[src/rtl/reset_escalation_defs.svh]
// Constants for the chip-side reset sequencer and its source collector.
// Assumes a 20 MHz system clock; all counts derive from the figures below.
`ifndef RESET_ESCALATION_DEFS_SVH
`define RESET_ESCALATION_DEFS_SVH

`define CLK_PERIOD_NS 50
`define RST_HOLD_NS 1000
`define RST_HOLD_CYCLES ((`RST_HOLD_NS + `CLK_PERIOD_NS - 1) / `CLK_PERIOD_NS)
`define HOLD_CNT_W 8

`define CAUSE_W 7
`define SRC_W 6
`define CAUSE_POR 0
`define CAUSE_WARM_PIN 1
`define CAUSE_SW_COLD 2
`define CAUSE_SW_WARM 3
`define CAUSE_WATCHDOG 4
`define CAUSE_THERMAL 5
`define CAUSE_SECURITY 6

`endif

[src/rtl/reset_escalation_pkg.sv]
// Types shared by the reset sequencer and the source collector.
// Assumes reset_escalation_defs.svh supplies the widths.
`include "reset_escalation_defs.svh"

package reset_escalation_pkg;

	typedef enum logic [1:0] {
		ST_RUN = 2'b00,
		ST_POR_HOLD = 2'b01,
		ST_WARM_HOLD = 2'b10
	} seq_state_t;

	typedef logic [`CAUSE_W-1:0] cause_t;
	typedef logic [`SRC_W-1:0] src_vec_t;

	typedef struct packed {
		logic active;
		src_vec_t cause;
	} collector_state_t;

	typedef struct packed {
		seq_state_t state;
		logic [`HOLD_CNT_W-1:0] count;
		logic sys_reset_out_n;
		logic core_reset;
		cause_t cause;
		logic boot_hang_risk;
		logic boot_alt_order;
		logic eth_reset_isolate;
		logic supply_off;
	} seq_state_reg_t;

endpackage

[src/rtl/reset_source_if.sv]
// Carries the gathered non-power-on reset request and its cause bits.
// Assumes one collector drives it and one sequencer reads it.
`timescale 1ns/10ps
`default_nettype none

interface reset_source_if;
	import reset_escalation_pkg::*;
	logic active;
	src_vec_t cause;
	modport src (output active, output cause);
	modport sink (input active, input cause);
endinterface

`default_nettype wire

[src/rtl/reset_source_collector.sv]
// Gathers every non-power-on reset source of the chip into one request.
// Assumes all source inputs are synchronous to clock.
`timescale 1ns/10ps
`default_nettype none

module reset_source_collector (
	input wire logic clock,
	input wire logic rst,
	input wire logic warm_reset_in_n,
	input wire logic sw_cold_reset_req,
	input wire logic sw_warm_reset_req,
	input wire logic watchdog_expired,
	input wire logic thermal_shutdown,
	input wire logic security_violation,
	reset_source_if.src req
);
	import reset_escalation_pkg::*;

	collector_state_t r_reg;
	collector_state_t r_next;
	src_vec_t raw;

	always_comb begin
		raw = '0;
		raw[`CAUSE_WARM_PIN-1] = ~warm_reset_in_n;
		raw[`CAUSE_SW_COLD-1] = sw_cold_reset_req;
		raw[`CAUSE_SW_WARM-1] = sw_warm_reset_req;
		raw[`CAUSE_WATCHDOG-1] = watchdog_expired;
		raw[`CAUSE_THERMAL-1] = thermal_shutdown;
		raw[`CAUSE_SECURITY-1] = security_violation;
		r_next.cause = raw;
		r_next.active = |raw;
	end

	always_ff @(posedge clock) begin
		if (rst) begin
			r_reg <= '0;
		end else begin
			r_reg <= r_next;
		end
	end

	assign req.active = r_reg.active;
	assign req.cause = r_reg.cause;

endmodule

`default_nettype wire

[src/rtl/reset_escalation_to_por.sv]
// Chip-side reset sequencer: drives the system reset output for every reset source.
// Assumes synchronous inputs, a 20 MHz clock and an outside pulse generator on porz.
`timescale 1ns/10ps
`default_nettype none

module reset_escalation_to_por (
	input wire logic clock,
	input wire logic rst,
	input wire logic power_on_reset_n,
	input wire logic warm_reset_in_n,
	input wire logic sw_cold_reset_req,
	input wire logic sw_warm_reset_req,
	input wire logic watchdog_expired,
	input wire logic thermal_shutdown,
	input wire logic security_violation,
	input wire logic eth_isolate_enable,
	input wire logic boot_reorder_enable,
	input wire logic sw_power_off_req,
	input wire logic supply_hold_in,
	output logic sys_reset_out_n,
	output logic core_reset,
	output reset_escalation_pkg::cause_t reset_cause_status,
	output logic boot_hang_risk,
	output logic boot_alt_order,
	output logic eth_reset_isolate,
	output logic supply_off
);
	import reset_escalation_pkg::*;

	localparam logic [`HOLD_CNT_W-1:0] HOLD_LOAD = `HOLD_CNT_W'(`RST_HOLD_CYCLES - 1);

	seq_state_reg_t r_reg;
	seq_state_reg_t r_next;

	reset_source_if src_bus ();

	reset_source_collector collector (
		.clock(clock),
		.rst(rst),
		.warm_reset_in_n(warm_reset_in_n),
		.sw_cold_reset_req(sw_cold_reset_req),
		.sw_warm_reset_req(sw_warm_reset_req),
		.watchdog_expired(watchdog_expired),
		.thermal_shutdown(thermal_shutdown),
		.security_violation(security_violation),
		.req(src_bus.src)
	);

	always_comb begin
		r_next = r_reg;
		// Supply hold high locks the supplies on; only the companion can cut them
		r_next.supply_off = sw_power_off_req & ~supply_hold_in;
		if (!power_on_reset_n) begin
			// Power-on reset wipes all warm-reset history
			r_next.state = ST_POR_HOLD;
			r_next.count = HOLD_LOAD;
			r_next.core_reset = 1'b1;
			r_next.sys_reset_out_n = 1'b0;
			r_next.cause = '0;
			r_next.cause[`CAUSE_POR] = 1'b1;
			r_next.eth_reset_isolate = 1'b0;
			r_next.boot_alt_order = 1'b0;
			r_next.boot_hang_risk = 1'b0;
		end else begin
			case (r_reg.state)
				ST_RUN: begin
					if (src_bus.active) begin
						r_next.state = ST_WARM_HOLD;
						r_next.count = HOLD_LOAD;
						r_next.core_reset = 1'b1;
						r_next.sys_reset_out_n = 1'b0;
						r_next.cause = {src_bus.cause, 1'b0};
						// Ethernet is held out of this warm reset only when asked
						r_next.eth_reset_isolate = eth_isolate_enable;
					end
				end
				ST_WARM_HOLD: begin
					// Late sources add to the cause; during the hold only power-on reset drops a set bit
					r_next.cause = r_reg.cause | {src_bus.cause, 1'b0};
					if (r_reg.count != '0) begin
						r_next.count = r_reg.count - 1'b1;
					end else if (!src_bus.active) begin
						r_next.state = ST_RUN;
						r_next.core_reset = 1'b0;
						r_next.sys_reset_out_n = 1'b1;
						r_next.eth_reset_isolate = 1'b0;
						// Warm release boots in a state that may hang
						r_next.boot_hang_risk = 1'b1;
						r_next.boot_alt_order = boot_reorder_enable;
					end
				end
				ST_POR_HOLD: begin
					if (r_reg.count != '0) begin
						r_next.count = r_reg.count - 1'b1;
					end else begin
						r_next.state = ST_RUN;
						r_next.core_reset = 1'b0;
						r_next.sys_reset_out_n = 1'b1;
					end
				end
				default: begin
					r_next.state = ST_POR_HOLD;
					r_next.count = HOLD_LOAD;
					r_next.core_reset = 1'b1;
					r_next.sys_reset_out_n = 1'b0;
				end
			endcase
		end
	end

	always_ff @(posedge clock) begin
		if (rst) begin
			r_reg <= '0;
			r_reg.state <= ST_POR_HOLD;
			r_reg.count <= HOLD_LOAD;
			r_reg.core_reset <= 1'b1;
			r_reg.cause <= `CAUSE_W'(1 << `CAUSE_POR);
		end else begin
			r_reg <= r_next;
		end
	end

	assign sys_reset_out_n = r_reg.sys_reset_out_n;
	assign core_reset = r_reg.core_reset;
	assign reset_cause_status = r_reg.cause;
	assign boot_hang_risk = r_reg.boot_hang_risk;
	assign boot_alt_order = r_reg.boot_alt_order;
	assign eth_reset_isolate = r_reg.eth_reset_isolate;
	assign supply_off = r_reg.supply_off;

endmodule

`default_nettype wire

[config.mk]
export PLATFORM = sky130hd
export DESIGN_NAME = reset_escalation_to_por
export DESIGN_NICKNAME = d
export VERILOG_FILES = /design/src/rtl/reset_escalation_pkg.sv /design/src/rtl/reset_source_if.sv /design/src/rtl/reset_source_collector.sv /design/src/rtl/reset_escalation_to_por.sv
export VERILOG_INCLUDE_DIRS = /design/src /design/src/rtl
export SDC_FILE = /design/constraint.sdc
export NUM_CORES = 1
export LEC_CHECK = 0
export ABC_CLOCK_PERIOD_IN_PS = 4500
export BUFFER_PORTS_ARGS = -buffer_cell sky130_fd_sc_hd__buf_2
export CAP_MARGIN = 40
export CELL_PAD_IN_SITES_DETAIL_PLACEMENT = 1
export CELL_PAD_IN_SITES_GLOBAL_PLACEMENT = 1
export CORE_MARGIN = 4
export CORE_UTILIZATION = 44
export CTS_CLUSTER_DIAMETER = 150
export DETAILED_ROUTE_END_ITERATION = 10
export HOLD_SLACK_MARGIN = 0.02
export PLACE_DENSITY_LB_ADDON = 0.1
export RECOVER_POWER = 100
export SLEW_MARGIN = 10
export SYNTH_ARGS = -nofsm -noshare
export SYNTH_HDL_FRONTEND = slang
export SYNTH_SLANG_ARGS = --single-unit
[constraint.sdc]
create_clock -name clock -period 4.5 [get_ports clock]
set_input_delay 0.45 -clock clock [delete_from_list [all_inputs] [get_ports clock]]
set_output_delay 0.45 -clock clock [all_outputs]
set_load 0.005 [all_outputs]
Word level (Yosys, flattened, before mapping)
Cells that the tools add are included.
Widths: inputs -> output; s select.
{"block": "totals", "out_inout_bits": 13, "in_bits": 13, "wordCells": 48, "register_bits": 30}
{"block": "op_classes", "n_bitwise": 7, "n_reduce_logical": 9, "n_addsub": 1, "eq_ne": 6, "muxes": 14}
{"op": "$pmux 12 s3", "count": 1}
{"op": "$mux 19", "count": 1}
{"op": "$pmux 7 s2", "count": 1}
{"op": "$mux 2", "count": 6}
{"op": "$mux 8", "count": 1}
{"op": "$reduce_and 4->1", "count": 2}
{"op": "$reduce_bool 8->1", "count": 1}
{"op": "$sub 8x1->8 const B", "count": 1}
{"op": "$or 7x7->7", "count": 1}
{"op": "$ne 2x2->1 const B", "count": 3}
{"op": "$reduce_or 6->1", "count": 1}
{"op": "$not 1->1", "count": 5}
{"op": "$mux 1", "count": 3}
{"op": "$reduce_and 3->1", "count": 1}
{"op": "$eq 2x1->1 const B", "count": 1}
{"op": "$eq 2x2->1 const B", "count": 1}
{"op": "$logic_not 2->1", "count": 1}
{"op": "$ne 2x1->1 const B", "count": 1}
{"op": "$pmux 1 s2", "count": 1}
{"op": "$reduce_and 2->1", "count": 1}
{"op": "$reduce_bool 2->1", "count": 1}
{"op": "$reduce_or 2->1", "count": 1}
{"op": "$and 1x1->1", "count": 1}

Logic depth before layout (Yosys ltp)
Gate-level depths: netlist (run 1).
{"block": "depth", "ltp_word": 3, "mapped_depth": 7, "ltp_nobuf": 6}

Modules after synthesis
From an unflattened synthesis (run 1), not the netlist that was laid out.
{"block": "unflattened", "cells_unflattened": 156, "hier_area_um2": 1407.6}
{"mod": "reset_escalation_to_por", "n_inst": 1, "cells_each": 140, "seq_area_each_um2": 460.4, "area_each_um2": 1218.7}
{"mod": "reset_source_collector", "n_inst": 1, "cells_each": 16, "seq_area_each_um2": 140.1, "area_each_um2": 188.9}

Least setup slack after synthesis (run 1)
No wires, ideal clock.
{"block": "synth_path", "path_kind": "reg2reg", "startpoint": "register r_reg[13] (netlist bit)", "endpoint": "register r_reg[21] (netlist bit)", "path_buffers": 0, "required_time_ns": 4.359, "stages_incl_launch_ff": 7, "period_less_slack_ns": 1.730, "slack_ns": 2.770, "arrival_ns": 1.589, "setup_ns": 0.141, "path_cell_list": "dfxtp_1 > inv_1 > ha_1 > or3b_2 > a21oi_1 > and2_4 > o211ai_1"}
{"block": "synth_via", "elab_chain_len": 3, "word_cells_on_any_way": 4, "cone_classes": "eq/ne (2); reduce/logical (2)"}
{"element": "start: declaration", "line": "reset_escalation_to_por.sv:32", "source": "seq_state_reg_t r_reg;"}
{"element": "start signal: assignment", "line": "reset_escalation_to_por.sv:119", "source": "r_reg <= r_next;"}
{"element": "$reduce_bool 8->1 (*)", "line": "reset_escalation_to_por.sv:80, reset_escalation_to_por.sv:93"}
{"element": "$ne 2x2->1 (no line)"}
{"element": "$reduce_and 4->1 (no line) (*)"}
Mark *: on every way between the ends. The rest lies on a longest branch, timed or not.
A chain may end at the register's enable or synchronous reset.

Final worst setup path (run 1)
{"block": "layout_path", "startpoint": "register r_reg[21] (netlist bit)", "endpoint": "register r_reg[20] (netlist bit)"}
{"block": "layout_via", "elab_chain_len": 2, "word_cells_on_any_way": 5, "cone_classes": "eq/ne (3); mux (1); reduce/logical (1)"}
{"element": "$eq 2x1->1, or another cell as far along", "line": "reset_escalation_to_por.sv:65", "source": "case (r_reg.state)"}
{"element": "$pmux 12 s3 or $ne 2x1->1 (tied branches)"}
Parallel ways exist; a longest one is shown, timed or not.

==> results.ini, run 1 <==
[power_and_ir_drop]
p_leak_nw = 0.586
total_power_uw = 464
vdd_drop_max_uv = 150
powerDensity_nw_per_um2 = 294

[cts]
cts_tree = yes
ctsLongestPathBuffers = 2
cts_resized = 0
holdBufCountCts = 0
postCtsSetupBuffers = 0
root_buffer = clkbuf_4
clock-sinks = 30
cts_buffers = 5
clkSlewWorstSetupHoldPaths_ns = 0.09
htree_levels = 2
insertion_delay_ns = 0.33

[timing]
period_share_pct = 50.4
finClkSkew_ns = 0.00633
finalWorstSetupSlack_ns = 2.23
tns_ns = 0
max-slew-margin-rel_pct = 52.4
rsz0062_at_grt = no
finalCriticalPeriod_ns = 2.27
slew_viol_final = 0
hold_viol_final = 0
fmax_ghz = 0.441
setup_viol = 0
tightest_slew_ns = 0.704

[run_status]
status = finished clean

[global_route]
grtUsageTotal_pct = 18.6
antenna_found_initial = 0
grt_pass1_vias = 1319
grt_max_degree = 16
grt_overflow = 0
grt_pass1_wl_um = 6090

[cells_and_area]
drive_gt1_share_pct = 16.9
regArea_um2 = 601
area_growth_pct = 8.13
multi_input_area_um2 = 718
layout.cells.non_filler = 222
largest_reg_flops = 10
final_nets = 197
antenna_cells = 0
design_area_um2 = 1580
fillers = 401

[placement]
dp_hpwl_um = 2700
postPlaceCellArea_um2 = 1550
pre_cts_ws_ns = 2.31
place.gp.congestion = 0.793
place_inst = 214
portBuffers = 25

[logic_synthesis]
avgSynthCellArea_um2 = 9.08
netlist-cell-type-count = 38
yosys.area.top_type = dfxtp_1
synth.top_cell.area_share_pct = 41.1
synth.top_cells.by_count = 30 x dfxtp_1, 16 x a21oi_1, 10 x nor2_1, 9 x inv_1
synthesis.area_um2 = 1460
synth-seq-cells = 30
seq_area_frac_synth_pct = 41.1
synth.area.top_cells = dfxtp_1 41%, ha_1 6.0%, a21oi_1 5.5%
synth_most_common_cell = dfxtp_1
synth_edf_count = 0
async_reset_ff_share_pct = 0
synth_fp_nets = 181
syn_inst = 161
yosys_most_used_dff = dfxtp_1
yosysWarnings = 0

[drt]
dr.pass1.iters = 4
via_count = 1242
drt-total-wl_um = 3510
drc = 0
final_antenna_net_count = 0
avgRoutedWirePerCell_um = 15.8
drt_iter0_drc = 44
via_per_inst = 5.59

[setup_path]
reg2reg_depth = 6
cp_max_fo = 13
critical_path_class = reg2reg
slowest_delay_ns = 0.55
critical_path.cell_chain = inv_1 -> ha_1 -> nor2b_1 -> a31o_1 -> or4b_1 -> a21oi_1
cpMaxStageDelayCell = or4b_1
crit_start = r_reg[21]
reg2reg_slack_ns = 2.23
crit_arrival_ns = 2.52
worstReg2RegStart = r_reg[21]
cp.required_ns = 4.76
cp-end-kind = flip-flop
critPathLaunchType = flip-flop
crit_end = r_reg[20]
reg2reg_to = r_reg[20]

[die]
die_y_um = 65.6
row_count = 20
die_area_um2 = 4310
core-area_um2 = 3100
io_pins = 26
die_x_um = 65.6
start_util_pct = 47.1

[min_path]
min_path_type = in2reg

[job]
max-cap-violations = 0

final cells by class:
type,count,area share (%)
clock buffer,7,3.48
clock inverter,1,0.317
inverter,9,2.14
multi-input combinational,106,45.4
sequential,30,38.0
tap,44,3.48
timing repair buffer,25,7.13
metal layers:
| metal | track usage, % | vias to the layer above | wire (um) | part of all wire (%) |
|---|---|---|---|---|
| met3 | 5.30 | 9 | 167 | 4.8 |
| met4 | 10.6 | 0 | 91 | 2.6 |
| met5 | 0 | - | 0 | 0 |
| met2 | 31.9 | 30 | 1790 | 51 |
| met1 | 20.2 | 595 | 1460 | 42 |
| li1 | - | 608 | - | - |
critical path, delay by kind of cell (launching register included):
kind	cells	cell delay, ns
buffers and inverters	1	0.11
AND/OR/NAND/NOR	2	0.81
AO/OA/AOI/OAI	2	0.54
flip-flops	1	0.39
adder cells (fa/ha/maj)	1	0.35
through the flow:
step	hold WS, ns	util (%)
floorplan	0.440	-
global placement	0.446	50.0
detailed placement	0.458	50.0
CTS	0.255	51.9
global route	0.260	50.9
finish	0.267	50.9
how the worst min path moves through the flow:
stage	startpoint	to	slack (ns)	cells after the start
floorplan	reset_cause_status[0]	reset_cause_status[0]	0.44	2
global placement	sys_reset_out_n	sys_reset_out_n	0.45	2
detailed placement	reset_cause_status[0]	reset_cause_status[0]	0.46	2
CTS	supply_hold_in	supply_off	0.26	2
global route	supply_hold_in	supply_off	0.26	2
finish	supply_hold_in	supply_off	0.27	2
logic make-up after synthesis:
| group | count (synthesis) | share of synthesized area, % |
|---|---|---|
| flip-flops | 30 | 41.1 |
| buffers and inverters | 25 | 8.56 |
| AND/OR/NAND/NOR | 46 | 19.3 |
| multiplexers | 2 | 1.46 |
| AO/OA/AOI/OAI | 51 | 23.5 |
| adder cells (fa/ha/maj) | 7 | 5.99 |
report_power, final:
| part | internal [mW] | total (mW) | switching [mW] | leakage [nW] |
|---|---|---|---|---|
| logic | 0.0104 | 0.0233 | 0.0129 | 0.307 |
| clock network | 0.0756 | 0.166 | 0.0904 | 0.0353 |
| registers | 0.270 | 0.275 | 0.00472 | 0.244 |
| total | 0.356 | 0.464 | 0.108 | 0.586 |
layout by cell type, fill, tap and decap left out, types with 3 or more instances in the layout:
cell	netlist	layout
nand2b_1	3	3
a211oi_1	6	6
clkbuf_4	0	5
buf_2	1	15
o21ai_0	8	8
nand2_1	6	6
nor2_1	10	10
o22ai_1	6	6
clkbuf_1	7	11
inv_1	9	9
nor2b_1	6	6
ha_1	7	7
nor4_1	4	4
o211ai_1	6	6
a21oi_1	16	16
dfxtp_1	30	30
(Power assumes the default switching activity.)
==> run 2: changes to the inputs <==
--- a/config.mk
+++ b/config.mk
@@ -6,13 +6,14 @@
 export SDC_FILE = /design/constraint.sdc
 export NUM_CORES = 1
 export LEC_CHECK = 0
-export ABC_CLOCK_PERIOD_IN_PS = 4500
+export ABC_AREA = 1
+export ABC_CLOCK_PERIOD_IN_PS = 2350
 export BUFFER_PORTS_ARGS = -buffer_cell sky130_fd_sc_hd__buf_2
 export CAP_MARGIN = 40
 export CELL_PAD_IN_SITES_DETAIL_PLACEMENT = 1
 export CELL_PAD_IN_SITES_GLOBAL_PLACEMENT = 1
 export CORE_MARGIN = 4
-export CORE_UTILIZATION = 44
+export CORE_UTILIZATION = 39
 export CTS_CLUSTER_DIAMETER = 150
 export DETAILED_ROUTE_END_ITERATION = 10
 export HOLD_SLACK_MARGIN = 0.02
==> constraint.sdc (replaced) <==
create_clock -name clock -period 2.35 [get_ports clock]
set_input_delay 0.235 -clock clock [delete_from_list [all_inputs] [get_ports clock]]
set_output_delay 0.235 -clock clock [all_outputs]
set_load 0.005 [all_outputs]
==> run 2 against run 1 <==
Cell count is 20% higher. Non-clock buffer count is 1 higher. Total power is 110% higher. Maximum frequency is 21% higher. Clock power grew to 2.6 times the previous value. Utilization is 5.8 points lower. First-iteration DRC count is 11% higher. Global-route usage is 3.5 points lower. Critical endpoint is now r_reg[18].
==> results.ini, run 2 <==
[drt]
final_antenna_net_count = 0
drt-total-wl_um = 3260
avgRoutedWirePerCell_um = 12.3
via_count = 1256
drc = 0
dr.pass1.iters = 4
via_per_inst = 4.72
drt_iter0_drc = 49

[cts]
holdBufCountCts = 0
clkSlewWorstSetupHoldPaths_ns = 0.06
postCtsSetupBuffers = 0
clock-sinks = 30
ctsLongestPathBuffers = 2
cts_resized = 0
cts_tree = yes
insertion_delay_ns = 0.28
root_buffer = clkbuf_8
cts_buffers = 5
htree_levels = 2

[logic_synthesis]
yosys_most_used_dff = dfxtp_1
synthesis.area_um2 = 1480
async_reset_ff_share_pct = 0
netlist-cell-type-count = 27
yosys.area.top_type = dfxtp_1
synth-seq-cells = 30
synth.top_cell.area_share_pct = 40.7
synth.top_cells.by_count = 41 x nand2_1, 30 x dfxtp_1, 26 x inv_1, 16 x nor2_1, 14 x a21oi_1
avgSynthCellArea_um2 = 7.60
yosysWarnings = 0
synth_fp_nets = 214
synth.area.top_cells = dfxtp_1 41%, nand2_1 10%, inv_1 6.6%
synth_most_common_cell = nand2_1
syn_inst = 194
synth_edf_count = 0
seq_area_frac_synth_pct = 40.7

[setup_path]
cp_max_fo = 11
cpMostUsedCell = inv_1
critical_path_class = reg2reg
slowest_delay_ns = 0.34
critPathLaunchType = flip-flop
cpMaxStageDelayCell = dfxtp_1
critical_path.cell_chain = inv_1 -> ha_1 -> inv_1 -> nor2_1 -> inv_1 -> nand2_1 -> nand2_2 -> nand2_1 -> nand2_1 -> inv_1 -> nor2_1
cp.required_ns = 2.52
cp_top_family = simple AND/OR/NAND/NOR gates
path_buf_inv = 4
crit_start = r_reg[21]
worstReg2RegStart = r_reg[21]
cp-end-kind = flip-flop
crit_arrival_ns = 2.04

[die]
start_util_pct = 40.3
die_x_um = 69.5
io_pins = 26
die_area_um2 = 4830
core-area_um2 = 3660
row_count = 22
die_y_um = 69.5

[power_and_ir_drop]
swShare_pct = 22.6
internal_power_uw = 769
power_frac_clock_pct = 43.3
p_seq_share_pct = 52.5
vdd_drop_max_uv = 298
p_sw_uw = 225
total_power_uw = 994
p_leak_nw = 0.739
powerDensity_nw_per_um2 = 601
comb_power_share_pct = 4.2

[timing]
period_share_pct = 79.7
finClkSkew_ns = 0.00226
setup_viol = 0
tns_ns = 0
hold_viol_final = 0
max-slew-margin-rel_pct = 72.4
finalCriticalPeriod_ns = 1.87
slew_viol_final = 0
tightest_slew_ns = 0.414
fmax_ghz = 0.534
rsz0062_at_grt = no

[global_route]
grt_pass1_wl_um = 5870
grtUsageTotal_pct = 15.1
grt_pass1_vias = 1332
grt_overflow = 0
grt_max_degree = 14
antenna_found_initial = 0

[cells_and_area]
drive_gt1_share_pct = 18.8
final_common_cell = nand2_1
largest_reg_flops = 10
layout.cells.non_filler = 266
regArea_um2 = 601
area_growth_pct = 12.0
multi_input_area_um2 = 662
fillers = 487
final_cell_mix = 43 x nand2_1, 30 x dfxtp_1, 28 x inv_1
antenna_cells = 0
final_nets = 237

[job]
max-cap-violations = 0

[placement]
place.gp.congestion = 0.805
portBuffers = 25
place_inst = 258
dp_hpwl_um = 2600

[min_path]
hp-start = supply_hold_in
min_path_type = in2reg

[run_status]
status = finished clean

run 2: changes by cell type in the layout (fill, tap and decap cells not counted), sizes merged, moves of 3 or more:
cell	change
a211oi	-6
buf	+3
clkbuf	-3
inv	+20
nand2	+43
nand2b	-3
nand3	+12
nor2	+9
nor2b	-6
nor4	-3
o211ai	-3
o21ai	+3
o22ai	-6
or4	-3
run 2: final cells by class:
cell class                      instances  area share (%)
Tap cell                               48            3.63
Timing Repair Buffer                   26            7.42
Clock inverter                          2           0.757
Clock buffer                            6            5.00
Multi-Input combinational cell        124            40.0
Inverter                               30            6.81
Sequential cell                        30            36.3
run 2: metrics by stage:
stage	area [um2]	hold slack, ns	util [%]	worst slack, ns
CTS	1680	0.0958	45.9	0.644
global placement	1590	0.396	43.3	0.705
finish	1650	0.107	45.1	0.476
detailed placement	1590	0.398	43.3	0.657
floorplan	1480	0.307	-	0.931
global route	1650	0.0982	45.1	0.292
run 2: per-layer routing:
metal / track usage [%] / up-vias / wire length [um]
met3: 3.77 / 5 / 118
met5: 0 / - / 0
met4: 7.81 / 0 / 62
met1: 18.9 / 589 / 1520
li1: - / 645 / -
met2: 23.9 / 17 / 1560
run 2: worst paths after layout:
| kind | end | slack [ns] | depth (start not counted) |
|---|---|---|---|
| worst max-delay path | r_reg[18] | 0.48 | 11 |
| worst min-delay path | supply_off | 0.11 | 2 |
| worst max register to register | r_reg[18] | 0.48 | 11 |
| worst min register to register | reset_cause_status[0] | 0.44 | 2 |
run 2: power by group through the flow:
stage                     combinational (mW)  sequential [mW]  clock (mW)
final                                 0.0420            0.521       0.430
after global routing                  0.0487            0.522       0.472
after CTS                             0.0436            0.522       0.448
after detailed placement              0.0430            0.533           0
after global placement                0.0413            0.533           0
after floorplan                       0.0256            0.532           0
run 2: kinds of logic (layout without fill, tap and decap cells):
logic type | Yosys count | in the layout | share of synthesized area [%]
compound gates | 32 | 32 | 13.9
fa+ha+maj | 7 | 7 | 5.94
buf+inv | 40 | 64 | 13.2
flops | 30 | 30 | 40.7
simple gates | 85 | 85 | 26.2
